## src/rtl/bce_defs.svh

```systemverilog
`ifndef BCE_DEFS_SVH
`define BCE_DEFS_SVH
// Condition selector codes
`define BCE_COND_NEVER 4'h0
`define BCE_COND_SIGNED_BELOW 4'h1
`define BCE_COND_SIGNED_AT_MOST 4'h2
`define BCE_COND_UNSIGNED_AT_MOST 4'h3
`define BCE_COND_WRAP_SET 4'h4
`define BCE_COND_SIGN_SET 4'h5
`define BCE_COND_ZERO_SET 4'h6
`define BCE_COND_CARRY_SET 4'h7
`define BCE_COND_ALWAYS 4'h8
`define BCE_COND_SIGNED_AT_LEAST 4'h9
`define BCE_COND_SIGNED_ABOVE 4'hA
`define BCE_COND_UNSIGNED_ABOVE 4'hB
`define BCE_COND_WRAP_CLEAR 4'hC
`define BCE_COND_SIGN_CLEAR 4'hD
`define BCE_COND_ZERO_CLEAR 4'hE
`define BCE_COND_CARRY_CLEAR 4'hF
// Opcode field layout
`define BCE_SEL_HI 7
`define BCE_SEL_LO 4
`define BCE_LOW_HI 3
`define BCE_LOW_LO 0
// Low nibbles of conditional jumps and single-byte column
`define BCE_LOW_SHORT_BRANCH 4'hB
`define BCE_LOW_ABS_BRANCH 4'hD
`define BCE_LOW_SINGLE 4'hF
// Single-byte opcodes
`define BCE_OP_IDLE 8'h6F
`define BCE_OP_STOP 8'h7F
`define BCE_OP_IRQ_MASK 8'h8F
`define BCE_OP_IRQ_UNMASK 8'h9F
`define BCE_OP_CALL_EXIT 8'hAF
`define BCE_OP_INT_EXIT 8'hBF
`define BCE_OP_CARRY_ZERO 8'hCF
`define BCE_OP_CARRY_ONE 8'hDF
`define BCE_OP_CARRY_INV 8'hEF
`define BCE_OP_NOP 8'hFF
`endif

```

## src/rtl/bce_pkg.sv

```systemverilog
package bce_pkg;
	// Single-byte control operations
	typedef enum logic [3:0] {
		BCE_CTL_NONE = 4'h0,
		BCE_CTL_IDLE = 4'h1,
		BCE_CTL_STOP = 4'h2,
		BCE_CTL_IRQ_MASK_ALL = 4'h3,
		BCE_CTL_IRQ_UNMASK_ALL = 4'h4,
		BCE_CTL_CALL_EXIT = 4'h5,
		BCE_CTL_INTERRUPT_EXIT = 4'h6,
		BCE_CTL_CARRY_ZEROIZE = 4'h7,
		BCE_CTL_CARRY_FORCE_ONE = 4'h8,
		BCE_CTL_CARRY_INVERT = 4'h9,
		BCE_CTL_NOP = 4'hA
	} bce_ctl_t;
	// Output stage state, Gray coded
	typedef enum logic [1:0] {
		BCE_ST_RESET = 2'b00,
		BCE_ST_RUN = 2'b01
	} bce_state_t;
endpackage

```

## src/rtl/bce_branch_condition_evaluator.sv

```systemverilog
`timescale 1ns/1ps
`include "bce_defs.svh"
module bce_branch_condition_evaluator (
	input wire logic ref_clk,
	input wire logic sys_rst,
	input wire logic opcode_valid,
	input wire logic [7:0] opcode,
	input wire logic flag_carry,
	input wire logic flag_zero,
	input wire logic flag_sign,
	input wire logic flag_wrap,
	output logic is_short_branch,
	output logic is_absolute_branch,
	output logic [3:0] condition_selector,
	output logic branch_taken,
	output logic branch_not_taken,
	output bce_pkg::bce_ctl_t ctl_op,
	output logic result_valid
);
	// Opcode field extraction
	logic [3:0] sel_field;
	logic [3:0] low_field;
	logic is_jump;
	logic cond_true;
	// Output stage state
	bce_pkg::bce_state_t state_reg;
	bce_pkg::bce_state_t state_next;
	// Decode of the single-byte column, used only for valid opcodes
	function automatic bce_pkg::bce_ctl_t bce_ctl_decode(input logic [7:0] op);
		begin
			case (op)
				`BCE_OP_IDLE: bce_ctl_decode = bce_pkg::BCE_CTL_IDLE;
				`BCE_OP_STOP: bce_ctl_decode = bce_pkg::BCE_CTL_STOP;
				`BCE_OP_IRQ_MASK: bce_ctl_decode = bce_pkg::BCE_CTL_IRQ_MASK_ALL;
				`BCE_OP_IRQ_UNMASK: bce_ctl_decode = bce_pkg::BCE_CTL_IRQ_UNMASK_ALL;
				`BCE_OP_CALL_EXIT: bce_ctl_decode = bce_pkg::BCE_CTL_CALL_EXIT;
				`BCE_OP_INT_EXIT: bce_ctl_decode = bce_pkg::BCE_CTL_INTERRUPT_EXIT;
				`BCE_OP_CARRY_ZERO: bce_ctl_decode = bce_pkg::BCE_CTL_CARRY_ZEROIZE;
				`BCE_OP_CARRY_ONE: bce_ctl_decode = bce_pkg::BCE_CTL_CARRY_FORCE_ONE;
				`BCE_OP_CARRY_INV: bce_ctl_decode = bce_pkg::BCE_CTL_CARRY_INVERT;
				`BCE_OP_NOP: bce_ctl_decode = bce_pkg::BCE_CTL_NOP;
				default: bce_ctl_decode = bce_pkg::BCE_CTL_NONE;
			endcase
		end
	endfunction
	assign sel_field = opcode[`BCE_SEL_HI:`BCE_SEL_LO];
	assign low_field = opcode[`BCE_LOW_HI:`BCE_LOW_LO];
	// Conditional jumps are the xB and xD columns
	assign is_jump = (low_field == `BCE_LOW_SHORT_BRANCH) || (low_field == `BCE_LOW_ABS_BRANCH);
	// Flag-only condition evaluation
	bce_cond_eval u_eval (
		.condition_selector(sel_field),
		.carry(flag_carry),
		.zero(flag_zero),
		.sign(flag_sign),
		.wrap(flag_wrap),
		.cond_true(cond_true)
	);
	// Leave reset state after first clock
	always_comb
	begin
		case (state_reg)
			bce_pkg::BCE_ST_RESET: state_next = bce_pkg::BCE_ST_RUN;
			bce_pkg::BCE_ST_RUN: state_next = bce_pkg::BCE_ST_RUN;
			default: state_next = bce_pkg::BCE_ST_RESET;
		endcase
	end
	// State register
	always_ff @(posedge ref_clk)
	begin
		if (sys_rst)
			state_reg <= bce_pkg::BCE_ST_RESET;
		else
			state_reg <= state_next;
	end
	// Registered valid strobe, one cycle after request
	always_ff @(posedge ref_clk)
	begin
		if (sys_rst)
			result_valid <= 1'b0;
		else
			result_valid <= opcode_valid;
	end
	// Jump kind and selector outputs
	always_ff @(posedge ref_clk)
	begin
		if (sys_rst)
		begin
			is_short_branch <= 1'b0;
			is_absolute_branch <= 1'b0;
			condition_selector <= `BCE_COND_NEVER;
		end
		else
		begin
			is_short_branch <= opcode_valid && (low_field == `BCE_LOW_SHORT_BRANCH);
			is_absolute_branch <= opcode_valid && (low_field == `BCE_LOW_ABS_BRANCH);
			condition_selector <= opcode_valid ? sel_field : `BCE_COND_NEVER;
		end
	end
	// Taken / not-taken decision
	always_ff @(posedge ref_clk)
	begin
		if (sys_rst)
		begin
			branch_taken <= 1'b0;
			branch_not_taken <= 1'b0;
		end
		else
		begin
			branch_taken <= opcode_valid && is_jump && cond_true;
			branch_not_taken <= opcode_valid && is_jump && !cond_true;
		end
	end
	// Single-byte control opcode output
	always_ff @(posedge ref_clk)
	begin
		if (sys_rst)
			ctl_op <= bce_pkg::BCE_CTL_NONE;
		else if (opcode_valid)
			ctl_op <= bce_ctl_decode(opcode);
		else
			ctl_op <= bce_pkg::BCE_CTL_NONE;
	end
	taken_rule_a: assert property (@(posedge ref_clk) disable iff (sys_rst)
		opcode_valid |=> (branch_taken == ($past(is_jump) && $past(cond_true))))
		else $error("taken mismatch");
	outcome_onehot_a: assert property (@(posedge ref_clk) disable iff (sys_rst)
		(opcode_valid && is_jump) |=> (branch_taken ^ branch_not_taken))
		else $error("jump outcome not one-hot");
	selector_pass_a: assert property (@(posedge ref_clk) disable iff (sys_rst)
		opcode_valid |=> condition_selector == $past(sel_field))
		else $error("selector not passed");
	abs_kind_a: assert property (@(posedge ref_clk) disable iff (sys_rst)
		(opcode_valid && low_field == `BCE_LOW_ABS_BRANCH) |=> is_absolute_branch)
		else $error("absolute jump kind missed");
	never_taken_a: assert property (@(posedge ref_clk) disable iff (sys_rst)
		(opcode_valid && is_jump && sel_field == `BCE_COND_NEVER) |=> !branch_taken)
		else $error("never selector taken");
	always_taken_a: assert property (@(posedge ref_clk) disable iff (sys_rst)
		(opcode_valid && is_jump && sel_field == `BCE_COND_ALWAYS) |=> branch_taken)
		else $error("always selector not taken");
	carry_test_a: assert property (@(posedge ref_clk) disable iff (sys_rst)
		(opcode_valid && is_jump && sel_field == `BCE_COND_CARRY_SET) |=>
		branch_taken == $past(flag_carry))
		else $error("carry selector wrong");
	zero_test_a: assert property (@(posedge ref_clk) disable iff (sys_rst)
		(opcode_valid && is_jump && sel_field == `BCE_COND_ZERO_SET) |=>
		branch_taken == $past(flag_zero))
		else $error("zero selector wrong");
	carry_clear_a: assert property (@(posedge ref_clk) disable iff (sys_rst)
		(opcode_valid && is_jump && sel_field == `BCE_COND_CARRY_CLEAR) |=>
		branch_taken == !$past(flag_carry))
		else $error("carry clear selector wrong");
	sign_clear_a: assert property (@(posedge ref_clk) disable iff (sys_rst)
		(opcode_valid && is_jump && sel_field == `BCE_COND_SIGN_CLEAR) |=>
		branch_taken == !$past(flag_sign))
		else $error("sign clear selector wrong");
	wrap_set_a: assert property (@(posedge ref_clk) disable iff (sys_rst)
		(opcode_valid && is_jump && sel_field == `BCE_COND_WRAP_SET) |=>
		branch_taken == $past(flag_wrap))
		else $error("overflow selector wrong");
	signed_least_a: assert property (@(posedge ref_clk) disable iff (sys_rst)
		(opcode_valid && is_jump && sel_field == `BCE_COND_SIGNED_AT_LEAST) |=>
		branch_taken == !($past(flag_sign) ^ $past(flag_wrap)))
		else $error("signed at-least wrong");
	signed_below_a: assert property (@(posedge ref_clk) disable iff (sys_rst)
		(opcode_valid && is_jump && sel_field == `BCE_COND_SIGNED_BELOW) |=>
		branch_taken == ($past(flag_sign) ^ $past(flag_wrap)))
		else $error("signed below wrong");
	signed_above_a: assert property (@(posedge ref_clk) disable iff (sys_rst)
		(opcode_valid && is_jump && sel_field == `BCE_COND_SIGNED_ABOVE) |=>
		branch_taken == !($past(flag_zero) | ($past(flag_sign) ^ $past(flag_wrap))))
		else $error("signed above wrong");
	signed_most_a: assert property (@(posedge ref_clk) disable iff (sys_rst)
		(opcode_valid && is_jump && sel_field == `BCE_COND_SIGNED_AT_MOST) |=>
		branch_taken == ($past(flag_zero) | ($past(flag_sign) ^ $past(flag_wrap))))
		else $error("signed at-most wrong");
	unsigned_above_a: assert property (@(posedge ref_clk) disable iff (sys_rst)
		(opcode_valid && is_jump && sel_field == `BCE_COND_UNSIGNED_ABOVE) |=>
		branch_taken == (!$past(flag_carry) && !$past(flag_zero)))
		else $error("unsigned above wrong");
	unsigned_most_a: assert property (@(posedge ref_clk) disable iff (sys_rst)
		(opcode_valid && is_jump && sel_field == `BCE_COND_UNSIGNED_AT_MOST) |=>
		branch_taken == ($past(flag_carry) || $past(flag_zero)))
		else $error("unsigned at-most wrong");
	stop_decode_a: assert property (@(posedge ref_clk) disable iff (sys_rst)
		(opcode_valid && opcode == `BCE_OP_STOP) |=> ctl_op == bce_pkg::BCE_CTL_STOP)
		else $error("stop opcode not decoded");
	nop_decode_a: assert property (@(posedge ref_clk) disable iff (sys_rst)
		(opcode_valid && opcode == `BCE_OP_NOP) |=> ctl_op == bce_pkg::BCE_CTL_NOP)
		else $error("no-operation opcode not decoded");
	// Idle request clears result_valid, branch_taken and ctl_op
	idle_quiet_a: assert property (@(posedge ref_clk) disable iff (sys_rst)
		!opcode_valid |=> !result_valid && !branch_taken && ctl_op == bce_pkg::BCE_CTL_NONE)
		else $error("outputs active without request");
	// Reset state left after one clock
	run_state_a: assert property (@(posedge ref_clk) disable iff (sys_rst)
		state_reg == bce_pkg::BCE_ST_RESET |=> state_reg == bce_pkg::BCE_ST_RUN)
		else $error("output stage stuck in reset state");
	// Main scenarios
	taken_seen_c: cover property (@(posedge ref_clk) disable iff (sys_rst) branch_taken);
	not_taken_seen_c: cover property (@(posedge ref_clk) disable iff (sys_rst) branch_not_taken);
	ctl_seen_c: cover property (@(posedge ref_clk) disable iff (sys_rst)
		ctl_op == bce_pkg::BCE_CTL_CARRY_INVERT);
	back_to_back_c: cover property (@(posedge ref_clk) disable iff (sys_rst)
		branch_taken ##1 branch_not_taken);
endmodule // bce_branch_condition_evaluator

```

## src/rtl/bce_cond_eval.sv

```systemverilog
`timescale 1ns/1ps
`include "bce_defs.svh"
// Pure condition evaluation from the four flags
module bce_cond_eval (
	input wire logic [3:0] condition_selector,
	input wire logic carry,
	input wire logic zero,
	input wire logic sign,
	input wire logic wrap,
	output logic cond_true
);
	// Signed less-than term
	logic sv_diff;
	assign sv_diff = sign ^ wrap;
	// Selector table
	always_comb
	begin
		case (condition_selector)
			`BCE_COND_NEVER: cond_true = 1'b0;
			`BCE_COND_ALWAYS: cond_true = 1'b1;
			`BCE_COND_CARRY_SET: cond_true = carry;
			`BCE_COND_CARRY_CLEAR: cond_true = ~carry;
			`BCE_COND_ZERO_SET: cond_true = zero;
			`BCE_COND_ZERO_CLEAR: cond_true = ~zero;
			`BCE_COND_SIGN_CLEAR: cond_true = ~sign;
			`BCE_COND_SIGN_SET: cond_true = sign;
			`BCE_COND_WRAP_SET: cond_true = wrap;
			`BCE_COND_WRAP_CLEAR: cond_true = ~wrap;
			`BCE_COND_SIGNED_AT_LEAST: cond_true = ~sv_diff;
			`BCE_COND_SIGNED_BELOW: cond_true = sv_diff;
			`BCE_COND_SIGNED_ABOVE: cond_true = ~(zero | sv_diff);
			`BCE_COND_SIGNED_AT_MOST: cond_true = zero | sv_diff;
			`BCE_COND_UNSIGNED_ABOVE: cond_true = ~carry & ~zero;
			`BCE_COND_UNSIGNED_AT_MOST: cond_true = carry | zero;
			default: cond_true = 1'b0;
		endcase
	end
endmodule // bce_cond_eval

```

## config.mk

```make
export PLATFORM = sky130hd
export DESIGN_NAME = bce_branch_condition_evaluator
export DESIGN_NICKNAME = d
export VERILOG_FILES = /design/src/rtl/bce_pkg.sv /design/src/rtl/bce_branch_condition_evaluator.sv /design/src/rtl/bce_cond_eval.sv
export VERILOG_INCLUDE_DIRS = /design/src /design/src/rtl
export SDC_FILE = /design/constraint.sdc
export NUM_CORES = 1
export LEC_CHECK = 0
export ABC_AREA = 1
export ABC_CLOCK_PERIOD_IN_PS = 1500
export BUFFER_PORTS_ARGS = -buffer_cell sky130_fd_sc_hd__buf_2
export CORE_MARGIN = 2
export CORE_UTILIZATION = 33
export CTS_CLUSTER_SIZE = 30
export DETAILED_ROUTE_END_ITERATION = 12
export HOLD_SLACK_MARGIN = 0.06
export MAX_ROUTING_LAYER = met4
export PLACE_DENSITY = 0.59
export RECOVER_POWER = 25
export SYNTH_ARGS = -nofsm -noshare
export SYNTH_HDL_FRONTEND = slang
export SYNTH_HIERARCHICAL = 1
export SYNTH_SLANG_ARGS = --single-unit
export TNS_END_PERCENT = 5
```

## constraint.sdc

```tcl
create_clock -name ref_clk -period 1.5 [get_ports ref_clk]
set_clock_uncertainty 0.05 [all_clocks]
set_input_delay 0 -clock ref_clk [delete_from_list [all_inputs] [get_ports ref_clk]]
set_output_delay 0 -clock ref_clk [all_outputs]
set_load 0.02 [all_outputs]
```

After elaboration in Yosys (flattened, before gate mapping) --
Index checks and enable logic that the tools add are counted.
Storage, ports and cells: register bits 13, bits of input ports 15, output and inout port bits 13, logic and storage cells 56
Cells by class: equality and inequality tests 27, muxes and demuxes 2, bitwise logic cells 11, reductions and logical operators 9
Operators by type and width (count):
- 8-bit equality test, second input constant | 8
- 4-bit equality test, second input constant | 10
- 4-bit case mux with 10 select lines | 1
- 4-bit by 3-bit equality test with 1-bit output, second input constant | 4
- 8-bit by 7-bit equality test with 1-bit output, second input constant | 2
- 1-bit case mux with 16 select lines | 1
- 4-bit by 2-bit equality test with 1-bit output, second input constant | 2
- 1-bit NOT | 7
- 1-bit logical AND | 5
- 4-bit by 1-bit equality test with 1-bit output, second input constant | 1
- 4-bit zero test | 1
- 1-bit bitwise OR | 2
- 2-bit OR reduction | 1
- 1-bit bitwise AND | 1
- 1-bit zero test | 1
- 1-bit logical OR | 1
- 1-bit XOR | 1

Longest topological paths before layout --
Gate-level depths: netlist of the first run.
depth after elaboration 6, depth in mapped cells 9, gate-level depth less buffers 9

Cells and area by module --
The synthesis of the first run kept the hierarchy.
By module, submodules not included:
- bce_branch_condition_evaluator | times used 1, cells an instance 60, area each 494.2 µm², seq. area each 260.2 µm²
- bce_cond_eval | times used 1, cells an instance 60, area each 241.5 µm², seq. area each 0.0 µm²

Worst setup path after synthesis of the first run --
No wires, ideal clock.
path kind input port to flip-flop, start point in opcode[7], end point reg branch_not_taken, setup time 0.073 ns, arrival 0.602 ns, path slack 0.775 ns, stages 7, path buffers 0, path through nand2_1 -> nand2_1 -> nand3_1 -> nand2_1 -> nor2_1 -> nand3_1 -> nor3_2
On the way: longest elaborated chain between the ends 4, elaborated cells on any way between the ends 19
RTL lines:
- from (decl) | RTL line bce_branch_condition_evaluator.sv:7 | input wire logic [7:0] opcode,
- 4-bit by 2-bit equality test with 1-bit output (tied with other cells) | RTL line bce_cond_eval.sv:18 | case (condition_selector)
- 1-bit case mux with 16 select lines (*) | RTL line bce_cond_eval.sv:18
- net cond_true | RTL line bce_branch_condition_evaluator.sv:24 | logic cond_true;
- 1-bit zero test (*) | RTL line bce_branch_condition_evaluator.sv:111 | branch_not_taken <= opcode_valid && is_jump && !cond_true;
- 1-bit logical AND (*) | RTL line bce_branch_condition_evaluator.sv:111
- to (signal assigned) | RTL line bce_branch_condition_evaluator.sv:111
- to (decl) | RTL line bce_branch_condition_evaluator.sv:16 | output logic branch_not_taken,
Mark *: on every way through the listed nets, which the timed path passes. The rest lies on a longest branch. A chain may end at the register's enable or synchronous reset.

==> summary.md, run 1 <==
The boundary pin count was 28; the initial antenna violation count was 0. Summing every instance area after synthesis gives 735.7 um^2. For the worst setup path, the data required time is 1670 ps. The actual slew at the worst max-slew pin is 263.9 ps. The clock transition at the register clock pins on the worst setup and hold paths after CTS was 80 ps; the total global routing overflow was 0. The overall via count from detail_route is 815, and the leakage component of the power is 0.5686 nW. Power comes to 0.0007263 W.

The number of inserted diodes was 0. In this run, CTS created clock tree buffers numbering 3. The initial utilization of the core area, before any placement, comes to 34.25%. In this run the power density over the cells is 702.7 nW/um^2.

Entering global routing, the biggest net connects 9 pins. The clock passes through at most 2 buffers. Setup repair after global routing left no endpoint under its margin. In the post-synthesis netlist, the biggest area contributors are sky130_fd_sc_hd__dfxtp_1, sky130_fd_sc_hd__nand2_1, sky130_fd_sc_hd__nor2_1, sky130_fd_sc_hd__inv_1, sky130_fd_sc_hd__nand3_1. The synthesized area per cell was 6.131 um^2. STA classifies the critical path startpoint as an input port.

Once placement finished, the instance area stood at 905.9 um^2. The first global-routing pass estimated 2.884 mm of wire. Proportion of layout cells with a drive suffix above 1: 26.09%.

The number of nets handed over by synthesis was 135. TritonCTS built the clock tree. The via density per instance was 4.312. sky130_fd_sc_hd__dfxtp_1 takes more of the synthesized area than any other cell. In this run, placement finished with an instance count of 175. The number of distinct library cell variants in the gate-level netlist after synthesis was 18. Counting flops and latches in the post-synthesis netlist gives 13. The die covers 2623 um^2.

The detail route stage leaves a number of antenna-violating nets equal to 0. In this run the worst setup path begins at sys_rst. Counting every instance in the synthesized netlist gives 120. The signed area change from the synthesized netlist to the final layout is 40.48%.

Final number of max-transition violations: 0. The congestion estimate from routability-driven global placement came to 0.9237. The run finished with clean final reports. The min-delay analysis places its worst path in the category in2reg.

The cell row count was 17. The number of nets at the end of the flow is 177, and the part of the Yosys area used for sequential elements is 35.37%. For the worst setup path, the data arrival time is 1630 ps.

The tools report the element type at the critical path end as a flop. The die is 51.22 um tall. Number of failing hold endpoints at the final stage: 0. The run gives 0.3165 mV as the peak supply drop. The largest fanout on the critical path came out at 8. The number of violations of the max-capacitance limit was 0; the minimum clock period was 1456 ps.

The worst setup path is of the in2reg kind. Based on the critical path, the design can be clocked at up to 687.0 MHz. Of the post-synthesis cell area, the dominant cell type holds 35.37%.

H-tree depth reported by CTS: 1. The buffer type at the clock tree root was sky130_fd_sc_hd__clkbuf_4. In the finished design, the share of the clock period the worst path needs comes to 97.03%. In this run the tool buffered the top-level ports with 27 buffer cells.

The clock sink count is 13, and the total of warnings raised by yosys is 6. The number of DRC markers after the initial detailed-route iteration was 25; the final total negative setup slack was 0 ps. The finished cells cover 1033 um^2. Startpoint of the lowest-slack hold path: opcode[0]. Measured against its own limit, the worst slew margin works out to 82.48%.

Excluding fillers, the count of instances in the completed layout stands at 189. The final routed DRC violation total is 0. Detailed placement finished with a half-perimeter wire length of 1.311 mm. Dividing the detail-routed wire length by the instance count gives 9.169 um. From left edge to right edge, the die measures 51.22 um. The via count of the first global-routing pass is 752, and the setup violation total in the final timing report is 0.

The tools report the final wirelength as 1.733 mm. The length of the first detailed-routing pass in iterations came out at 4. For this run, the total global-route usage over all layers was measured as 14.92%. After floorplanning, the core was sized to cover 2148 um^2.
==> path summary, 6_finish.rpt <==
| check | end | slack (ps) | depth (start not counted) |
|---|---|---|---|
| hold / removal | ctl_op[3]$_SDFF_PP0_ | 80 | 5 |
| setup / recovery | is_short_branch$_SDFF_PP0_ | 40 | 6 |
==> flip-flops by register name, indices dropped and copies added, names as in the netlist <==
signal and count:
branch_not_taken 1, branch_taken 1, condition_selector 4, ctl_op 4, is_absolute_branch 1, is_short_branch 1
result_valid 1
==> layout make-up <==
cell class                      instances  area, um^2
Fill cell                             226        1115
Multi-Input combinational cell         85       399.1
Sequential cell                        13       260.3
Timing Repair Buffer                   37       227.7
Inverter                               22       85.08
Tap cell                               28       35.03
Clock buffer                            4       26.28
==> per-stage QoR <==
| step | utilization (%) | hold slack [ps] | worst slack (ps) |
|---|---|---|---|
| final | 48.11 | 84.39 | 44.50 |
| after global routing | 48.11 | 99.46 | 7.564 |
| after CTS | 48.05 | 79.24 | 45.73 |
| after detailed placement | 42.17 | 157.4 | 479.0 |
| after global placement | 42.17 | 156.0 | 479.9 |
| after floorplan | - | 22.38 | 775.0 |
==> synthesized netlist by cell type (all sizes together) <==
library cell,count
a21oi,4
dfxtp,13
inv,22
nand2,42
nand3,8
nand3b,1
nor2,23
nor3,3
nor4,3
o21ai,1
==> cells in the final DEF, fill, tap and decap left out, types with 3 or more instances in the layout <==
| cell type | instances |
|---|---|
| sky130_fd_sc_hd__nand2_2 | 4 |
| sky130_fd_sc_hd__dlygate4sd3_1 | 10 |
| sky130_fd_sc_hd__clkbuf_1 | 7 |
| sky130_fd_sc_hd__nand2_1 | 38 |
| sky130_fd_sc_hd__buf_2 | 21 |
| sky130_fd_sc_hd__a21oi_1 | 3 |
| sky130_fd_sc_hd__dfxtp_1 | 13 |
| sky130_fd_sc_hd__nand3_1 | 7 |
| sky130_fd_sc_hd__nor2_1 | 20 |
| sky130_fd_sc_hd__clkbuf_4 | 3 |
| sky130_fd_sc_hd__inv_2 | 5 |
| sky130_fd_sc_hd__inv_1 | 16 |
==> worst max-delay path, stage by stage <==
cell and delay (ps):
sky130_fd_sc_hd__dlygate4sd3_1 550, sky130_fd_sc_hd__buf_2 140, sky130_fd_sc_hd__nor2_4 130, sky130_fd_sc_hd__inv_4 80, sky130_fd_sc_hd__nor4_1 150, sky130_fd_sc_hd__dlygate4sd3_1 580
==> what timing repair did <==
| action | 4_1_cts | 5_1_grt |
|---|---|---|
| setup buffers | 0 | 0 |
| endpoints found under the setup margin | 0 | 2 |
| hold buffers | 10 | 0 |
| endpoints found under the hold margin | 13 | 0 |
| gates resized for setup | 0 | 2 |
==> report_power, final <==
group / switching (W) / leakage (nW) / internal (W)
Clock: 0.000109 / 0.0150 / 0.000103
Combinational: 0.0000993 / 0.448 / 0.0000612
Sequential: 0.00000136 / 0.106 / 0.000352
Total: 0.000210 / 0.569 / 0.000516
==> layer usage <==
metal	GRT usage, %	routed length, um
met1	16.70	785
met2	25.76	804
met3	1.170	103
met4	9.211	40
met5	-	0
==> cells by family (layout without fill, tap and decap cells) <==
| family | after synthesis | in the layout | share of synthesized area, % |
|---|---|---|---|
| AND/OR/NAND/NOR | 80 | 80 | 49.49 |
| buffers and inverters | 22 | 63 | 11.22 |
| flip-flops | 13 | 13 | 35.37 |
| AO/OA/AOI/OAI | 5 | 5 | 3.911 |
Note: power is estimated with default switching activity, not from simulation.
==> inputs of run 2 (changes only) <==
Settings changed: ABC_CLOCK_PERIOD_IN_PS 1500 to 1400, GPL_TIMING_DRIVEN from default to 1.
Clock period 1.5 ns to 1.4 ns, I/O delays scaled along.
==> run 2 against run 1 <==
Critical path depth rose by 3. Via count increased by 0.49%. Cell count stayed put. Final area decreased by 0.97%. Setup slack better by 75 ps. Global-route usage decreased by 0.19 points. Power rose by 6.9%. Sequential share of layout area rose by 0.25 points.
==> summary.md, run 2 (synthesis results as in run 1) <==
The run finished with clean final reports. The final routed DRC violation total was 0 (unchanged); the arrival time at the worst endpoint was 1450 ps (-180 ps). Leading cell type in the layout, fill and taps excluded: sky130_fd_sc_hd__nand2_1. The worst path buffer plus inverter count was 2 (-2); the total of buffers placed on input and output ports was 27 (unchanged).

Area of the core: 2148 um^2 (unchanged). The run gives 0 (unchanged) as the number of inserted diodes. The routed wirelength normalized by instance count was 9.085 um (-0.92%). The cell that appears most often on the critical path is sky130_fd_sc_hd__nor2_1. The logs give 34.25% (unchanged) for the effective utilization at floorplan and 14.73% (-0.19 points) for the combined global-route utilization of all metal layers.

The run gives 0 ps (unchanged) as the final total negative setup slack. The tools report the clock sink count as 13 (unchanged). Critical path class: in2reg.

The number of nets at the end of the flow came out at 177 (unchanged). The floorplan die width came out at 51.22 um (unchanged). The class of the tightest hold or removal check is in2reg.

The logs give 175 (unchanged) for the count of placed standard cells including taps and 78.98% (-3.5 points) for the tightest slew margin relative to the limit. Actual slew at the worst max-slew pin: 314.1 ps (+50.19 ps). Area taken by flip-flops and latches: 260.3 um^2 (unchanged). Static timing analysis puts the maximum clock frequency at 780.9 MHz. The number of buffers inserted during clock tree synthesis is 3 (unchanged), and the fill cell total of the finished layout is 227 (+0.44%).

The tools report the final cell count without fillers as 189 (unchanged). The proportion of layout cells with a drive suffix above 1 was 25.47% (-0.62 points). The boundary pin count is 28 (unchanged). Number of routed nets with antenna violations: 0 (unchanged). TritonCTS built the clock tree. The number of DRC markers after the initial detailed-route iteration is 25 (unchanged). Multi-input combinational cell area: 385.4 um^2 (-3.4%). The number of violations of the max-capacitance limit came out at 0 (unchanged). The final estimated routing congestion in global placement is 0.9237 (unchanged). The peak supply drop was 0.3392 mV (+7.2%).

Setup repair after global routing left no endpoint under its margin. The minimum clock period came out at 1281 ps. The die outline height works out to 51.22 um (unchanged).

The logs give 0 (unchanged) for the setup violation total in the final timing report and 1.311 mm (unchanged) for the detailed placer's ending HPWL. For the cell row count, the log shows 17 (unchanged). The largest registers in the layout are condition_selector x4, ctl_op x4. Clock tree synthesis selected as its root buffer the cell sky130_fd_sc_hd__clkbuf_4. The run gives 819 (+0.49%) as the overall via count from detail_route. From synthesis to final layout, the design area changed by 39.12%. The final cycle utilization of the critical path is 91.47%, and the length of the first detailed-routing pass in iterations is 4 (unchanged). The run gives 379.0 ps (-100.0 ps) as the pre-CTS worst setup slack. The final number of max-transition violations is 0 (unchanged), and the final worst setup slack is 119.4 ps (+74.90 ps). Buffer levels on the longest clock path: 2 (unchanged). Via density per instance: 4.333 (+0.49%). Stage delay of the slowest cell on the critical path: 530 ps (-50 ps).

The total global routing overflow is 0 (unchanged), and the power density over the cells is 758.9 nW/um^2 (+8.0%). The H-tree depth reported by CTS came out at 1 (unchanged). The signal on the critical path passes through dlygate4sd3_1 > buf_2 > nor2_1 > nand2_1 > a21oi_1 > nor2_1 > nand3_1 > nand2_1 > nor2_1. The largest fanout on the critical path is 8 (unchanged), and the number of failing hold endpoints at the final stage is 0 (unchanged).

In the layout the commonest cells are sky130_fd_sc_hd__nand2_1, sky130_fd_sc_hd__nor2_1, sky130_fd_sc_hd__buf_2. The clock transition at the register clock pins on the worst setup and hold paths after CTS works out to 70 ps (about the same). The run gives 745 (-0.93%) as the via count of the first global-routing pass. Total die area: 2623 um^2 (unchanged). The initial antenna violation count was 0 (unchanged). In this design, the largest share of critical-path delay is due to buffers and inverters. For the final wirelength, the log shows 1.717 mm (-0.92%).

The nature of the critical path startpoint was an input port. For the leakage component of the power, the log shows 0.5649 nW (-0.65%). STA classifies the critical path endpoint as a flop. The tools report the required time of the critical path as 1570 ps (-100 ps). The logs give 9 (unchanged) for the largest net degree at the start of global routing and 2.849 mm (-1.2%) for the wire length of the first global-routing pass. Cell with the largest stage delay on the worst path: sky130_fd_sc_hd__dlygate4sd3_1.
-- run 2: cell types whose count changed in the layout (fill, tap and decap cells not counted) --
| cell | before | now |
|---|---|---|
| sky130_fd_sc_hd__buf_4 | 0 | 2 |
| sky130_fd_sc_hd__nor2_1 | 20 | 21 |
| sky130_fd_sc_hd__nor4_2 | 2 | 1 |
| sky130_fd_sc_hd__buf_2 | 21 | 20 |
| sky130_fd_sc_hd__inv_2 | 5 | 6 |
| sky130_fd_sc_hd__clkbuf_1 | 7 | 6 |
| sky130_fd_sc_hd__nor2_4 | 1 | 0 |
| sky130_fd_sc_hd__nor4_1 | 1 | 2 |
| sky130_fd_sc_hd__inv_4 | 1 | 0 |
-- run 2: final timing paths --
kind / cells past startpoint / endpoint / from
max: 9 / branch_taken$_SDFF_PP0_ / opcode[4]
min: 5 / branch_not_taken$_SDFF_PP0_ / flag_wrap
-- run 2: through the flow --
step                      hold WS [ps]  area, um^2  util [%]   power, W
final                            173.5        1023     47.64  0.0007767
after global routing             232.3        1023     47.64  0.0008237
after CTS                        79.24        1032     48.05  0.0007811
after floorplan                  22.38       735.7         -  0.0004829
after global placement           156.0       905.9     42.17  0.0005373
after detailed placement         157.4       905.9     42.17  0.0005396
-- run 2: metal layers --
metal  track usage, %  routed length, um
met2            25.54                816
met3            1.170                102
met4            9.211                 40
met1            16.34                758
met5                -                  0
-- run 2: cell type report --
type                    count  share of cell area [%]
repair buffers             37                   22.86
clock buffers               4                   2.567
inverters                  22                   8.068
multi-input cells          85                   37.65
flip-flops and latches     13                   25.43
well taps                  28                   3.423
-- run 2: repair_timing --
action                                  4_1_cts  5_1_grt
gates resized for setup                       0        3
hold buffers                                 10        1
endpoints found under the setup margin        0        2
setup buffers                                 0        0
endpoints found under the hold margin        13        1
-- run 2: power breakdown --
part	total, W	leakage (nW)	internal (W)	switching, W
sequential	0.000378	0.106	0.000377	0.00000140
combinational	0.000173	0.444	0.0000693	0.000104
clock	0.000225	0.0150	0.000110	0.000115
total	0.000777	0.565	0.000557	0.000220
